<file path="src/verilog/sysio_defines.svh">
// constants for the system i/o port glue: offsets, bit positions, resets, timing
// assumes inclusion by bare name from the package and the design modules
`ifndef SYSIO_DEFINES_SVH
`define SYSIO_DEFINES_SVH

`define ADDR_MISC        8'h09
`define ADDR_CNT0        8'h0c
`define ADDR_CNT1        8'h0d
`define ADDR_CNT2        8'h0e
`define ADDR_CNT3        8'h0f
`define ADDR_PRN_CTRL    8'h10
`define ADDR_PRN_DATA    8'h11
`define ADDR_IRQ_STAT    8'h12
`define ADDR_IRQ_MASK    8'h13
`define ADDR_FLOPPY_CTRL 8'h14

`define MISC_DRIVE_TYPE  7
`define MISC_BOARD       6
`define MISC_BANK_HI     4
`define MISC_BANK_LO     3
`define MISC_DISK_CHG    2
`define MISC_FDC_RST     1
`define MISC_COPROC      0

`define PRN_AUX          7
`define PRN_SELECT       6
`define PRN_BUSY         5
`define PRN_PAPER_EMPTY  4
`define PRN_FAULT        3
`define PRN_INIT         1
`define PRN_STROBE       0

`define FLOPPY_DENSITY   0

`define IRQ_DISK_CHG     0
`define IRQ_COPROC       1
`define IRQ_CNT0         2
`define IRQ_FAULT        6
`define IRQ_W            7

`define BANK_RST         2'h0
`define DENSITY_RST      1'h0
`define PRN_DATA_RST     8'h00
`define PRN_CTRL_RST     2'h0
`define IRQ_MASK_RST     7'h00
`define CNT_TC_RST       8'h00

`define CLK_HZ           20000000
`define TICK_HZ          2000000
`define TICK_DIV         (`CLK_HZ / `TICK_HZ)
`define FDC_RST_US       50
`define FDC_RST_CYCLES   ((`FDC_RST_US * `CLK_HZ + 999999) / 1000000)

`endif

</file>
<file path="src/verilog/sysio_pkg.sv">
// types shared by the system i/o port glue and its counter channel
// assumes sysio_defines.svh is on the include path
package sysio_pkg;
	`include "sysio_defines.svh"

	typedef enum logic [0:0] {
		FDC_IDLE  = 1'b0,
		FDC_PULSE = 1'b1
	} fdc_state_t;

	typedef struct packed {
		logic drive_type;
		logic board_variant;
		logic disk_change_n;
		logic coproc_end;
		logic index_pulse;
		logic prn_aux;
		logic prn_select;
		logic prn_busy;
		logic prn_paper_empty;
		logic prn_fault;
	} pins_t;

	typedef struct packed {
		logic [7:0] tc;
		logic [7:0] count;
		logic       zero;
		logic       out;
	} cnt_state_t;

	typedef struct packed {
		pins_t           sync1;
		pins_t           sync2;
		pins_t           prev;
		logic [7:0]      rdata;
		logic            irq;
		logic [6:0]      irq_stat;
		logic [6:0]      irq_mask;
		logic [1:0]      bank;
		logic            coproc_reset;
		logic            density_n;
		logic [1:0]      prn_ctrl;
		logic [7:0]      prn_data;
		fdc_state_t      fdc_state;
		logic [9:0]      fdc_cnt;
		logic            fdc_reset_n;
		logic [3:0]      tick_div;
		logic            tick;
	} main_state_t;
endpackage

</file>
<file path="src/verilog/counter_channel.sv">
// one counter/timer channel: 8-bit down counter with reload and toggled output
// assumes i_tick is a one-cycle pulse in the i_clk domain
`timescale 1ns/10ps
`include "sysio_defines.svh"
module counter_channel
	import sysio_pkg::*;
(
	input  wire logic       i_clk,
	input  wire logic       i_srst,
	input  wire logic       i_tick,
	input  wire logic       i_load,
	input  wire logic [7:0] i_tc,
	output logic      [7:0] o_count,
	output logic            o_zero,
	output logic            o_out
);
	cnt_state_t q;
	cnt_state_t d;

	always_comb begin
		d = q;
		d.zero = 1'b0;
		if (i_srst) begin
			d = '0;
			d.tc = `CNT_TC_RST;
			d.count = `CNT_TC_RST;
		end else if (i_load) begin
			// load wins over a tick in the same cycle
			d.tc = i_tc;
			d.count = i_tc;
		end else if (i_tick) begin
			// a constant of zero gives a full 256-count period
			if (q.count == 8'h01) begin
				d.count = q.tc;
				d.zero = 1'b1;
				d.out = ~q.out;
			end else begin
				d.count = q.count - 8'h01;
			end
		end
	end

	always_ff @(posedge i_clk) begin
		q <= d;
	end

	assign o_count = q.count;
	assign o_zero  = q.zero;
	assign o_out   = q.out;
endmodule

</file>
<file path="src/verilog/system_io_port_glue.sv">
// system i/o port glue: misc config port, four counter channels, printer ports
// assumes a single 20 MHz clock; all pin inputs are asynchronous to it
//
// How it works
// misc bit 7 reads drive-type switch
// misc bit 6 reads board-variant switch
// misc bits 4:3 select memory bank
// misc bit 2 reads active-low disk change
// misc bit 1 low pulses fdc reset 50us
// bit 0 reads coproc end or drives reset
// density output: 0 double, 1 single
// channel 0 on 2 MHz, baud clock A
// channel 1 on 2 MHz, output unused
// channel 2 on 2 MHz, baud clock B
// channel 3 counts floppy index pulses
// printer status inputs readable by software
// printer strobe and init are outputs
// printer data port drives eight bits
// misc bit 5 unused, reads zero
// reads show pins, writes only outputs
// density is floppy control bit 0, low active
//
// The plain strobed port is this design's own decision.
`timescale 1ns/10ps
`include "sysio_defines.svh"
module system_io_port_glue
	import sysio_pkg::*;
(
	input  wire logic       i_clk,
	input  wire logic       i_srst,
	input  wire logic [7:0] i_addr,
	input  wire logic [7:0] i_wdata,
	input  wire logic       i_wr,
	input  wire logic       i_rd,
	output logic      [7:0] o_rdata,
	output logic            o_irq,
	input  wire logic       i_drive_type,
	input  wire logic       i_board_variant,
	input  wire logic       i_disk_change_n,
	input  wire logic       i_coproc_end,
	input  wire logic       i_index_pulse,
	input  wire logic       i_prn_aux,
	input  wire logic       i_prn_select,
	input  wire logic       i_prn_busy,
	input  wire logic       i_prn_paper_empty,
	input  wire logic       i_prn_fault,
	output logic      [1:0] o_bank_sel,
	output logic            o_fdc_reset_n,
	output logic            o_coproc_reset,
	output logic            o_density_sel_n,
	output logic            o_baud_clk_a,
	output logic            o_baud_clk_b,
	output logic            o_printer_strobe,
	output logic            o_printer_init,
	output logic      [7:0] o_printer_data
);
	localparam logic [9:0] FDC_LAST = 10'(`FDC_RST_CYCLES - 1);
	localparam logic [3:0] DIV_LAST = 4'(`TICK_DIV - 1);

	main_state_t q;
	main_state_t d;

	pins_t      pin_raw;
	logic [3:0] cnt_tick;
	logic [3:0] cnt_load;
	logic [3:0] cnt_zero;
	logic [3:0] cnt_out;
	logic [7:0] cnt_val [4];
	logic       wr_misc;
	logic       index_rise;
	logic [6:0] irq_event;
	logic [6:0] irq_clr;

	always_comb begin
		pin_raw.drive_type      = i_drive_type;
		pin_raw.board_variant   = i_board_variant;
		pin_raw.disk_change_n   = i_disk_change_n;
		pin_raw.coproc_end      = i_coproc_end;
		pin_raw.index_pulse     = i_index_pulse;
		pin_raw.prn_aux         = i_prn_aux;
		pin_raw.prn_select      = i_prn_select;
		pin_raw.prn_busy        = i_prn_busy;
		pin_raw.prn_paper_empty = i_prn_paper_empty;
		pin_raw.prn_fault       = i_prn_fault;
	end

	assign wr_misc    = i_wr && (i_addr == `ADDR_MISC);
	// edge taken from the second sync stage only
	assign index_rise = q.sync2.index_pulse && !q.prev.index_pulse;

	genvar ch;
	generate
		for (ch = 0; ch < 4; ch++) begin : g_cnt
			// 2 MHz tick source
			// channel 3 on index edges
			assign cnt_tick[ch] = (ch == 3) ? index_rise : q.tick;
			assign cnt_load[ch] = i_wr && (i_addr == 8'(`ADDR_CNT0 + ch));
			counter_channel u_cnt (
				.i_clk   (i_clk),
				.i_srst  (i_srst),
				.i_tick  (cnt_tick[ch]),
				.i_load  (cnt_load[ch]),
				.i_tc    (i_wdata),
				.o_count (cnt_val[ch]),
				.o_zero  (cnt_zero[ch]),
				.o_out   (cnt_out[ch])
			);
		end
	endgenerate

	always_comb begin
		irq_event = '0;
		irq_event[`IRQ_DISK_CHG] = q.prev.disk_change_n && !q.sync2.disk_change_n;
		irq_event[`IRQ_COPROC] = q.sync2.board_variant && q.sync2.coproc_end
			&& !q.prev.coproc_end;
		irq_event[`IRQ_CNT0 +: 4] = cnt_zero;
		irq_event[`IRQ_FAULT] = q.sync2.prn_fault && !q.prev.prn_fault;
		irq_clr = (i_wr && (i_addr == `ADDR_IRQ_STAT)) ? i_wdata[6:0] : 7'h00;
	end

	always_comb begin
		d = q;
		d.sync1 = pin_raw;
		d.sync2 = q.sync1;
		d.prev = q.sync2;
		d.rdata = 8'h00;

		// 2 MHz tick for the baud channels
		if (q.tick_div == DIV_LAST) begin
			d.tick_div = 4'h0;
			d.tick = 1'b1;
		end else begin
			d.tick_div = q.tick_div + 4'h1;
			d.tick = 1'b0;
		end

		// set beats a same-cycle clear
		d.irq_stat = (q.irq_stat & ~irq_clr) | irq_event;
		if (i_wr && (i_addr == `ADDR_IRQ_MASK)) begin
			d.irq_mask = i_wdata[6:0];
		end

		// timed fdc reset pulse
		case (q.fdc_state)
			FDC_IDLE: begin
				d.fdc_reset_n = 1'b1;
				if (wr_misc && !i_wdata[`MISC_FDC_RST]) begin
					d.fdc_state = FDC_PULSE;
					d.fdc_cnt = FDC_LAST;
					d.fdc_reset_n = 1'b0;
				end
			end
			FDC_PULSE: begin
				// a further low write restarts the full width
				if (wr_misc && !i_wdata[`MISC_FDC_RST]) begin
					d.fdc_cnt = FDC_LAST;
				end else if (q.fdc_cnt == 10'h000) begin
					d.fdc_state = FDC_IDLE;
					d.fdc_reset_n = 1'b1;
				end else begin
					d.fdc_cnt = q.fdc_cnt - 10'h001;
				end
			end
			default: begin
				d.fdc_state = FDC_IDLE;
				d.fdc_reset_n = 1'b1;
			end
		endcase

		if (wr_misc) begin
			// bank number, bit 4 high
			d.bank = {i_wdata[`MISC_BANK_HI], i_wdata[`MISC_BANK_LO]};
			// earlier boards drive coproc reset
			if (!q.sync2.board_variant) begin
				d.coproc_reset = i_wdata[`MISC_COPROC];
			end
			// bit 5 written, nothing kept
		end

		// density select bit
		if (i_wr && (i_addr == `ADDR_FLOPPY_CTRL)) begin
			d.density_n = i_wdata[`FLOPPY_DENSITY];
		end

		// only output bits are stored
		if (i_wr && (i_addr == `ADDR_PRN_CTRL)) begin
			d.prn_ctrl = {i_wdata[`PRN_INIT], i_wdata[`PRN_STROBE]};
		end

		// full data byte
		if (i_wr && (i_addr == `ADDR_PRN_DATA)) begin
			d.prn_data = i_wdata;
		end

		if (i_rd) begin
			case (i_addr)
				`ADDR_MISC: begin
					// drive type switch
					d.rdata[`MISC_DRIVE_TYPE] = q.sync2.drive_type;
					// board variant switch
					d.rdata[`MISC_BOARD] = q.sync2.board_variant;
					// unused bit reads zero
					d.rdata[5] = 1'b0;
					d.rdata[`MISC_BANK_HI] = q.bank[1];
					d.rdata[`MISC_BANK_LO] = q.bank[0];
					// disk change, low active
					d.rdata[`MISC_DISK_CHG] = q.sync2.disk_change_n;
					d.rdata[`MISC_FDC_RST] = q.fdc_reset_n;
					// later board reads end flag
					d.rdata[`MISC_COPROC] = q.sync2.board_variant ? q.sync2.coproc_end
						: q.coproc_reset;
				end
				`ADDR_CNT0: begin
					d.rdata = cnt_val[0];
				end
				`ADDR_CNT1: begin
					d.rdata = cnt_val[1];
				end
				`ADDR_CNT2: begin
					d.rdata = cnt_val[2];
				end
				`ADDR_CNT3: begin
					d.rdata = cnt_val[3];
				end
				`ADDR_PRN_CTRL: begin
					// printer status pins
					d.rdata[`PRN_AUX] = q.sync2.prn_aux;
					d.rdata[`PRN_SELECT] = q.sync2.prn_select;
					d.rdata[`PRN_BUSY] = q.sync2.prn_busy;
					d.rdata[`PRN_PAPER_EMPTY] = q.sync2.prn_paper_empty;
					d.rdata[`PRN_FAULT] = q.sync2.prn_fault;
					d.rdata[`PRN_INIT] = q.prn_ctrl[1];
					d.rdata[`PRN_STROBE] = q.prn_ctrl[0];
				end
				`ADDR_PRN_DATA: begin
					d.rdata = q.prn_data;
				end
				`ADDR_IRQ_STAT: begin
					d.rdata = {1'b0, q.irq_stat};
				end
				`ADDR_IRQ_MASK: begin
					d.rdata = {1'b0, q.irq_mask};
				end
				`ADDR_FLOPPY_CTRL: begin
					d.rdata[`FLOPPY_DENSITY] = q.density_n;
				end
				default: begin
					d.rdata = 8'h00;
				end
			endcase
		end

		d.irq = |(d.irq_stat & d.irq_mask);

		if (i_srst) begin
			d = '0;
			d.bank = `BANK_RST;
			d.density_n = `DENSITY_RST;
			d.prn_ctrl = `PRN_CTRL_RST;
			d.prn_data = `PRN_DATA_RST;
			d.irq_mask = `IRQ_MASK_RST;
			d.fdc_state = FDC_IDLE;
			d.fdc_reset_n = 1'b1;
		end
	end

	always_ff @(posedge i_clk) begin
		q <= d;
	end

	// baud clocks come from counter output flops
	assign o_rdata          = q.rdata;
	assign o_irq            = q.irq;
	assign o_bank_sel       = q.bank;
	assign o_fdc_reset_n    = q.fdc_reset_n;
	assign o_coproc_reset   = q.coproc_reset;
	assign o_density_sel_n  = q.density_n;
	assign o_baud_clk_a     = cnt_out[0];
	assign o_baud_clk_b     = cnt_out[2];
	assign o_printer_strobe = q.prn_ctrl[0];
	assign o_printer_init   = q.prn_ctrl[1];
	assign o_printer_data   = q.prn_data;
endmodule

</file>
<file path="config.mk">
export PLATFORM = sky130hd
export DESIGN_NAME = system_io_port_glue
export DESIGN_NICKNAME = d
export VERILOG_FILES = /design/src/verilog/sysio_pkg.sv /design/src/verilog/counter_channel.sv /design/src/verilog/system_io_port_glue.sv
export VERILOG_INCLUDE_DIRS = /design/src /design/src/verilog
export SDC_FILE = /design/constraint.sdc
export NUM_CORES = 1
export LEC_CHECK = 0
export ABC_AREA = 1
export BUFFER_PORTS_ARGS = -buffer_cell sky130_fd_sc_hd__buf_2
export CAP_MARGIN = 20
export CORE_ASPECT_RATIO = 0.7
export CORE_UTILIZATION = 53
export CTS_BUF_LIST = sky130_fd_sc_hd__clkbuf_16
export CTS_CLUSTER_DIAMETER = 200
export DETAILED_ROUTE_END_ITERATION = 6
export PLACE_DENSITY = 0.73
export SYNTH_ARGS = -nofsm -noshare
export SYNTH_HDL_FRONTEND = slang
export SYNTH_SLANG_ARGS = --single-unit
</file>
<file path="constraint.sdc">
create_clock -name i_clk -period 1.7 [get_ports i_clk]
set_input_delay 0.34 -clock i_clk [delete_from_list [all_inputs] [get_ports i_clk]]
set_output_delay 0.34 -clock i_clk [all_outputs]
set_load 0.01 [all_outputs]
</file>
==> impl_results.md, run 1 <==
- Status: finished with violations
- Failing checks: setup timing
- First-pass detailed-route iteration total: 5
- Mean Syn Cell Area: 7.05 um2
- Die Area: approximately 0.014 mm2
- Crit-path cells: inv_2, nand2_1, inv_1, nand4_1, buf_4, o21ai_0, o21ai_0, o21a_1
- Largest net degree at the start of global routing: 108
- Sw Pwr: slightly above 2 mW
- DR WL/cell: 16.3 um
- Crit path depth: 8
- Max cap viols: 0
- TritonCTS clock tree: built
- Hold Fails Final Rpt: 0
- Setup ws final: -0.00293 ns
- Total Wirelength: 21900 um
- Top cell by count, worst path: o21ai_0
- Period utilization: 100%
- DP HPWL: 15800 um
- Setup violators final: 1
- Post-Synth Simple-Gate Area: about 29%
- Fin crit period: 1.70 ns
- Pleak: a little under 4 nW
- Syn Std Cell Area: 0.00730 mm2
- Number of synthesized flops with an enable pin: 0
- Gr ovfl total: 0
- Max-slew headroom: 66.9%
- Worst VDD drop: 0.000696 V
- Vias per cell: 5.41
- CTS sink cnt: 148
- Clock Skew: approximately 0.0080 ns
- CP required: 2.02 ns
- Top Family by Delay on Critical Path: compound AO/OA/AOI/OAI gates
- Clock buffer count from CTS: 17
- WS Path Type: flop to flop
- Worst Hold Depth: 3
- Distinct cells, synth: 47
- Total number of vias: 7257
- DR iter-0 viols: ~760
- Sw Share: 25.6%
- Max stage delay on crit path: ~0.35 ns
- CP Buf/Inv Count: 3
- Vias in the first global route: 6430
- Initial antenna violation count: 1
- Largest family of logic cells by synthesized area: simple AND/OR/NAND/NOR gates
- Share of cells above drive strength 1: 21.3%
- Antenna Nets Post-Route: 0
- Yosys top cell by area: dfxtp_1
- Die width: 142 um
- CORE AREA: 0.0133 mm2
- Setup_tns: -0.00293 ns
- Int Pwr: 5.92 mW
- Synth Area in Compound Gates: 15.4%
- First-pass GRT wire length: approximately 34000 um
- Synth area leaders: dfxtp_1 (41%), nand2_1 (13%), inv_1 (6.9%)
- Row count: 35
- Root buffer cell: clkbuf_16
- Flop pwr share: between 40% and 50%
- Cells after Synth: 1035
- Reg2Reg Depth: 8
- HP Class: input port to flop
- Syn Nets: roughly 1100
- Htree depth: 4
- DIE HEIGHT: 100 um
- PortBufs: between 50 and 60
- Max Clock Freq: around 590 MHz
- DRC: 0
- Core Util, Final: 66.1%
- Max FO, Critical Path: 6
- IO Count: 56
- Async set-or-reset flop fraction in the synthesized netlist: 0%
- Area share of fa/ha/maj cells after synthesis: 2.06%
- Total track usage: 31.8%
- Synthesized flop and latch total: approximately 150
- Area Overhead vs Synth: 20.6%
- Initial Util: 54.8%
- CP startpoint kind: flop
- Routability cong.: slightly above 1
- Post-synth top area share: 40.6%
- Fraction of synthesized area in multiplexers: 0%
- Power per cell area: around 910 mW/mm2
- Max Buffers Root-to-Sink: 2
- Final nets: 1183
- Skew-Pair Late Insertion Delay: 0.43 ns
- CP max-delay cell: dfxtp_1
- Crit path arrival time: 2.02 ns
- Slew Limit Fails: 0
- Top FF cell, synth: dfxtp_1
- Register area share after synthesis: 40.6%
- Gate power share: 6.1%
- Least-Margin Pin Slew: 0.493 ns
- CTS clk-pin slew, worst paths: 0.07 ns
- Yosys Warn Count: 0
- Post-Synth XOR/XNOR Area: 1.44%
- CP Capture Type: flop
- Clock power share: 49.4%
[per-layer routing]
layer | GRT usage [%] | share of wire, % | up-vias
met3 | 6.39 | 10 | 53
met1 | 46.8 | 46 | 3285
met2 | 45.2 | 41 | 388
met5 | 0 | 0 | -
li1 | - | - | 3531
met4 | 12.9 | 2.7 | 0
[kinds of logic after synthesis]
family / count (synthesis)
AND/OR/NAND/NOR: 468
buffers and inverters: 199
AO/OA/AOI/OAI: 196
flip-flops: 148
XOR/XNOR: 12
adder cells (fa/ha/maj): 12
[final timing paths]
check                                          startpoint                         to  slack (ns)
worst min-delay path                          i_prn_fault                      q[74]        0.11
worst max-delay path            g_cnt[1].u_cnt.o_count[5]  g_cnt[1].u_cnt.o_count[2]      -0.003
worst min register to register                      q[81]                      q[71]        0.41
worst max register to register  g_cnt[1].u_cnt.o_count[5]  g_cnt[1].u_cnt.o_count[2]      -0.003
[timing repair]
| action | 4_1_cts | 5_1_grt |
|---|---|---|
| resized for setup | 1 | 22 |
| buffers inserted | 0 | 4 |
| pin swaps | 0 | 3 |
| hold buffers | 0 | 0 |
| endpoints found under the hold margin | 0 | 0 |
| setup endpoints to repair | 1 | 33 |
| cloned | 0 | 0 |
[metrics by stage]
stage	worst slack [ns]	instances	total power [mW]	hold slack [ns]	area, um2
2_1_floorplan	0.202	1035	3.88	0.388	7300
4_1_cts	0.0389	1335	7.96	0.111	8710
5_1_grt	-0.122	1339	8.19	0.109	8790
3_5_place_dp	-0.109	1303	4.09	0.396	8100
3_3_place_gp	-0.106	1303	4.08	0.391	8100
6_report	-0.00293	1341	7.97	0.109	8800
[state kept, by name, indices dropped and copies added (netlist names), 2 cells and up]
register	flops
g_cnt.u_cnt.o_count	32
g_cnt.u_cnt.o_out	2
g_cnt.u_cnt.o_zero	4
g_cnt.u_cnt.q	32
o_bank_sel	2
o_printer_data	8
o_rdata	8
q	53
[synth_stat cells (4+ instances only)]
library cell,number
inv_1,134
a31oi_1,16
buf_4,20
xnor2_1,5
a21oi_1,80
nand2_2,7
nor2_4,6
o21a_1,4
nand2_4,6
nand3_1,50
nor3_1,9
buf_2,8
nand4_1,13
o211ai_1,22
nand2_1,244
inv_2,15
nor2_2,11
nor2_1,103
o21ai_1,10
xor2_1,7
clkbuf_1,15
or2_2,5
o22ai_1,12
ha_1,12
o21ai_0,41
dfxtp_1,148
[cell type report]
type                       instances  area [um2]
fill                            1196        4510
multi-input combinational        688        3520
sequential                       148        2970
timing repair buffer             133         880
inverter                         153         586
clock buffer                      17         425
tap                              185         231
clock inverter                    15         184
antenna                            2        5.00
[worst min-delay path, stage by stage]
cell,delay [ns]
buf_2,0.07
inv_1,0.03
nor2_1,0.06
[power by group through the flow]
stage                     Clock [mW]  Sequential (mW)  Combinational [mW]
after global routing            4.11             3.55               0.530
after global placement             0             3.62               0.460
final                           3.93             3.55               0.486
after CTS                       3.94             3.54               0.470
after floorplan                    0             3.61               0.270
after detailed placement           0             3.62               0.464
[layout by cell type (no fill, tap or decap), types with 15 or more instances in the layout]
master,Yosys,final
clkbuf_16,0,17
nand3_1,50,49
inv_2,15,18
buf_2,8,54
buf_4,20,77
dfxtp_1,148,145
a31oi_1,16,16
inv_1,134,131
nor2_1,103,99
o211ai_1,22,22
nor2_2,11,15
nand2_1,244,241
a21oi_1,80,80
o21ai_0,41,38
Power figures use the tool's default switching activity.
==> inputs of run 2 (changes only) <==
--- a/config.mk
+++ b/config.mk
@@ -9,12 +9,14 @@
 export ABC_AREA = 1
 export BUFFER_PORTS_ARGS = -buffer_cell sky130_fd_sc_hd__buf_2
 export CAP_MARGIN = 20
+export CELL_PAD_IN_SITES_DETAIL_PLACEMENT = 1
+export CELL_PAD_IN_SITES_GLOBAL_PLACEMENT = 1
 export CORE_ASPECT_RATIO = 0.7
-export CORE_UTILIZATION = 53
+export CORE_UTILIZATION = 44
 export CTS_BUF_LIST = sky130_fd_sc_hd__clkbuf_16
 export CTS_CLUSTER_DIAMETER = 200
 export DETAILED_ROUTE_END_ITERATION = 6
-export PLACE_DENSITY = 0.73
+export PLACE_DENSITY = 0.81
 export SYNTH_ARGS = -nofsm -noshare
 export SYNTH_HDL_FRONTEND = slang
 export SYNTH_SLANG_ARGS = --single-unit
==> run 2 against run 1 <==
Net effect:
- the flow now finishes without violations
- power is essentially flat
- first-iteration DRC count shrank 26%
- core utilization decreased by 9.4 points
- fmax increased by 2.8%
- sequential cell count is the same
- largest cell class unchanged
==> impl_results.md, run 2 (synthesis gave the netlist of run 1 again) <==
- Status: finished, final reports clean (was finished with violations)
- Cells after DPL: 1354 (was 1303)
- CP required: 2.03 ns (was 2.02 ns)
- CTS sink cnt: 148 (unchanged)
- Gr ovfl total: 0 (unchanged)
- FF+latch area: 0.00297 mm2 (about the same)
- Hold Fails Final Rpt: 0 (unchanged)
- Antenna Nets Post-Route: 0 (unchanged)
- WS Path Type: flop to flop (unchanged)
- Row count: 38 (was 35)
- Setup violators final: 0 (was 1)
- Htree depth: 4 (unchanged)
- Worst VDD drop: 0.000488 V (was 0.000696 V)
- Clock buffer count from CTS: 17 (unchanged)
- Total track usage: 31.1% (was 31.8%)
- Initial antenna violation count: 1 (unchanged)
- Initial Util: 46.1% (was 54.8%)
- Period utilization: 97.4% (was 100%)
- Footprint of the multi-input gates: 0.00353 mm2 (was 0.00352 mm2)
- CORE AREA: 0.0158 mm2 (was 0.0133 mm2)
- Finished Cell Area: 0.00898 mm2 (was 0.00880 mm2)
- Die width: 156 um (was 142 um)
- Vias per cell: 5.35 (was 5.41)
- Commonest non-fill, non-tap cell in the layout: nand2_1 (unchanged)
- Non-filler instance count after layout: 1395 (was 1341)
- Least-Margin Pin Slew: 0.508 ns (was 0.493 ns)
- Area Overhead vs Synth: 23.1% (was 20.6%)
- Skew-Pair Late Insertion Delay: 0.43 ns (about the same)
- Max-slew headroom: 66.1% (was 66.9%)
- Pleak: 4.07 nW (was 3.98 nW)
- Root buffer cell: clkbuf_16 (unchanged)
- IO Count: 56 (unchanged)
- First-pass detailed-route iteration total: 5 (unchanged)
- Largest net degree at the start of global routing: 108 (unchanged)
- Clock Skew: 0.00816 ns (was 0.00800 ns)
- Placement Setup Slack: -0.142 ns (was -0.109 ns)
- Biggest register: q (unchanged)
- Max reg flops: 53 (unchanged)
- Max Clock Freq: 604 MHz (was 587 MHz)
- HP Class: input port to flop (unchanged)
- Max Buffers Root-to-Sink: 2 (unchanged)
- Power per cell area: 887 mW/mm2 (was 905 mW/mm2)
- Slew Limit Fails: 0 (unchanged)
- Vias in the first global route: 7259 (was 6430)
- Fin crit period: 1.66 ns (was 1.70 ns)
- TritonCTS clock tree: built (unchanged)
- Share of cells above drive strength 1: 22.9% (was 21.3%)
- Die Area: 0.0171 mm2 (was 0.0142 mm2)
- PortBufs: 55 (unchanged)
- Placed cell area: 0.00826 mm2 (was 0.00810 mm2)
- Routability cong.: 0.918 (was 1.03)
- DP HPWL: 18600 um (was 15800 um)
- DIE HEIGHT: 110 um (was 100 um)
- Setup_tns: 0 ns (was -0.00293 ns)
- Overall Power: 7.97 mW (about the same)
- Hold buffer count at cts: 0 (unchanged)
- Total number of vias: 7470 (was 7257)
- CP Capture Type: flop (unchanged)
- DR iter-0 viols: 560 (was 755)
- DR WL/cell: 18.7 um (was 16.3 um)
- Max FO, Critical Path: 4 (was 6)
- Setup ws final: 0.0434 ns (was -0.00293 ns)
- DRC: 0 (unchanged)
- CTS clk-pin slew, worst paths: 0.07 ns (about the same)
- Max cap viols: 0 (unchanged)
- CP startpoint kind: flop (unchanged)
- Most frequent cells in the layout: nand2_1 (241), dfxtp_1 (144), inv_1 (129), nor2_1 (99), buf_4 (98) (was nand2_1 (241), dfxtp_1 (145), inv_1 (131), nor2_1 (99), a21oi_1 (80))
- Fillers: 2077 (was 1196)
- Crit path arrival time: 1.99 ns (was 2.02 ns)
- First-pass GRT wire length: 39800 um (was 34300 um)
- Final nets: 1203 (was 1183)
- Total Wirelength: 26200 um (was 21900 um)
==> run 2: cell count changes in the layout (fill, tap and decap cells not counted), sizes merged <==
cell	before	now
diode	2	1
buf	133	153
clkinv	5	7
inv	161	159
==> run 2: routing by layer <==
metal | share of wire [%] | global-route usage, % | vias up | routed length [um]
met1 | 46 | 43.3 | 3615 | 12100
li1 | - | - | 3564 | -
met3 | 8.0 | 6.82 | 43 | 2090
met4 | 2.1 | 8.96 | 0 | 541
met5 | 0 | 0 | - | 0
met2 | 44 | 48.2 | 248 | 11400
==> run 2: stage by stage <==
step	utilization, %	hold WS, ns
final	56.7	0.104
after detailed placement	52.2	0.398
after CTS	56.1	0.109
after global placement	52.2	0.392
after global routing	56.7	0.120
after floorplan	-	0.388
==> run 2: where the power goes <==
part | switching [mW] | leakage, nW | internal (mW)
combinational | 0.335 | 2.58 | 0.174
clock | 1.70 | 0.296 | 2.21
sequential | 0.0313 | 1.20 | 3.51
total | 2.07 | 4.07 | 5.90
==> run 2: area by class of cell <==
| type | count | area share [%] |
|---|---|---|
| Sequential cell | 148 | 33.0 |
| Inverter | 153 | 6.52 |
| Clock inverter | 15 | 1.88 |
| Timing Repair Buffer | 153 | 11.4 |
| Clock buffer | 17 | 4.74 |
| Tap cell | 220 | 3.06 |
| Multi-Input combinational cell | 688 | 39.3 |
| Antenna cell | 1 | 0.0279 |
==> run 2: repair_timing <==
item / in CTS / in global routing
endpoints found under the setup margin: 4 / 26
resized for setup: 5 / 21
gates cloned: 0 / 0
setup buffers: 1 / 7
pin swaps: 1 / 4
==> run 2: worst max-delay path, cell delays in order, from the launching register on <==
cell and delay [ns]:
dfxtp_1 0.35, inv_1 0.16, nand2_1 0.14, nor2_4 0.15, nand2_1 0.10, or2_2 0.29
o211ai_1 0.12, o211ai_1 0.12, nand2_1 0.09, inv_1 0.04
==> run 2: path summary, 6_finish.rpt <==
kind                            cells after the start                      start                        end  slack, ns
worst max-delay path                                9  g_cnt[0].u_cnt.o_count[5]  g_cnt[0].u_cnt.o_count[4]       0.04
worst min register to register                      2                      q[76]                      q[66]       0.40
worst min-delay path                                3                i_prn_fault                      q[74]       0.10
worst max register to register                      9  g_cnt[0].u_cnt.o_count[5]  g_cnt[0].u_cnt.o_count[4]       0.04
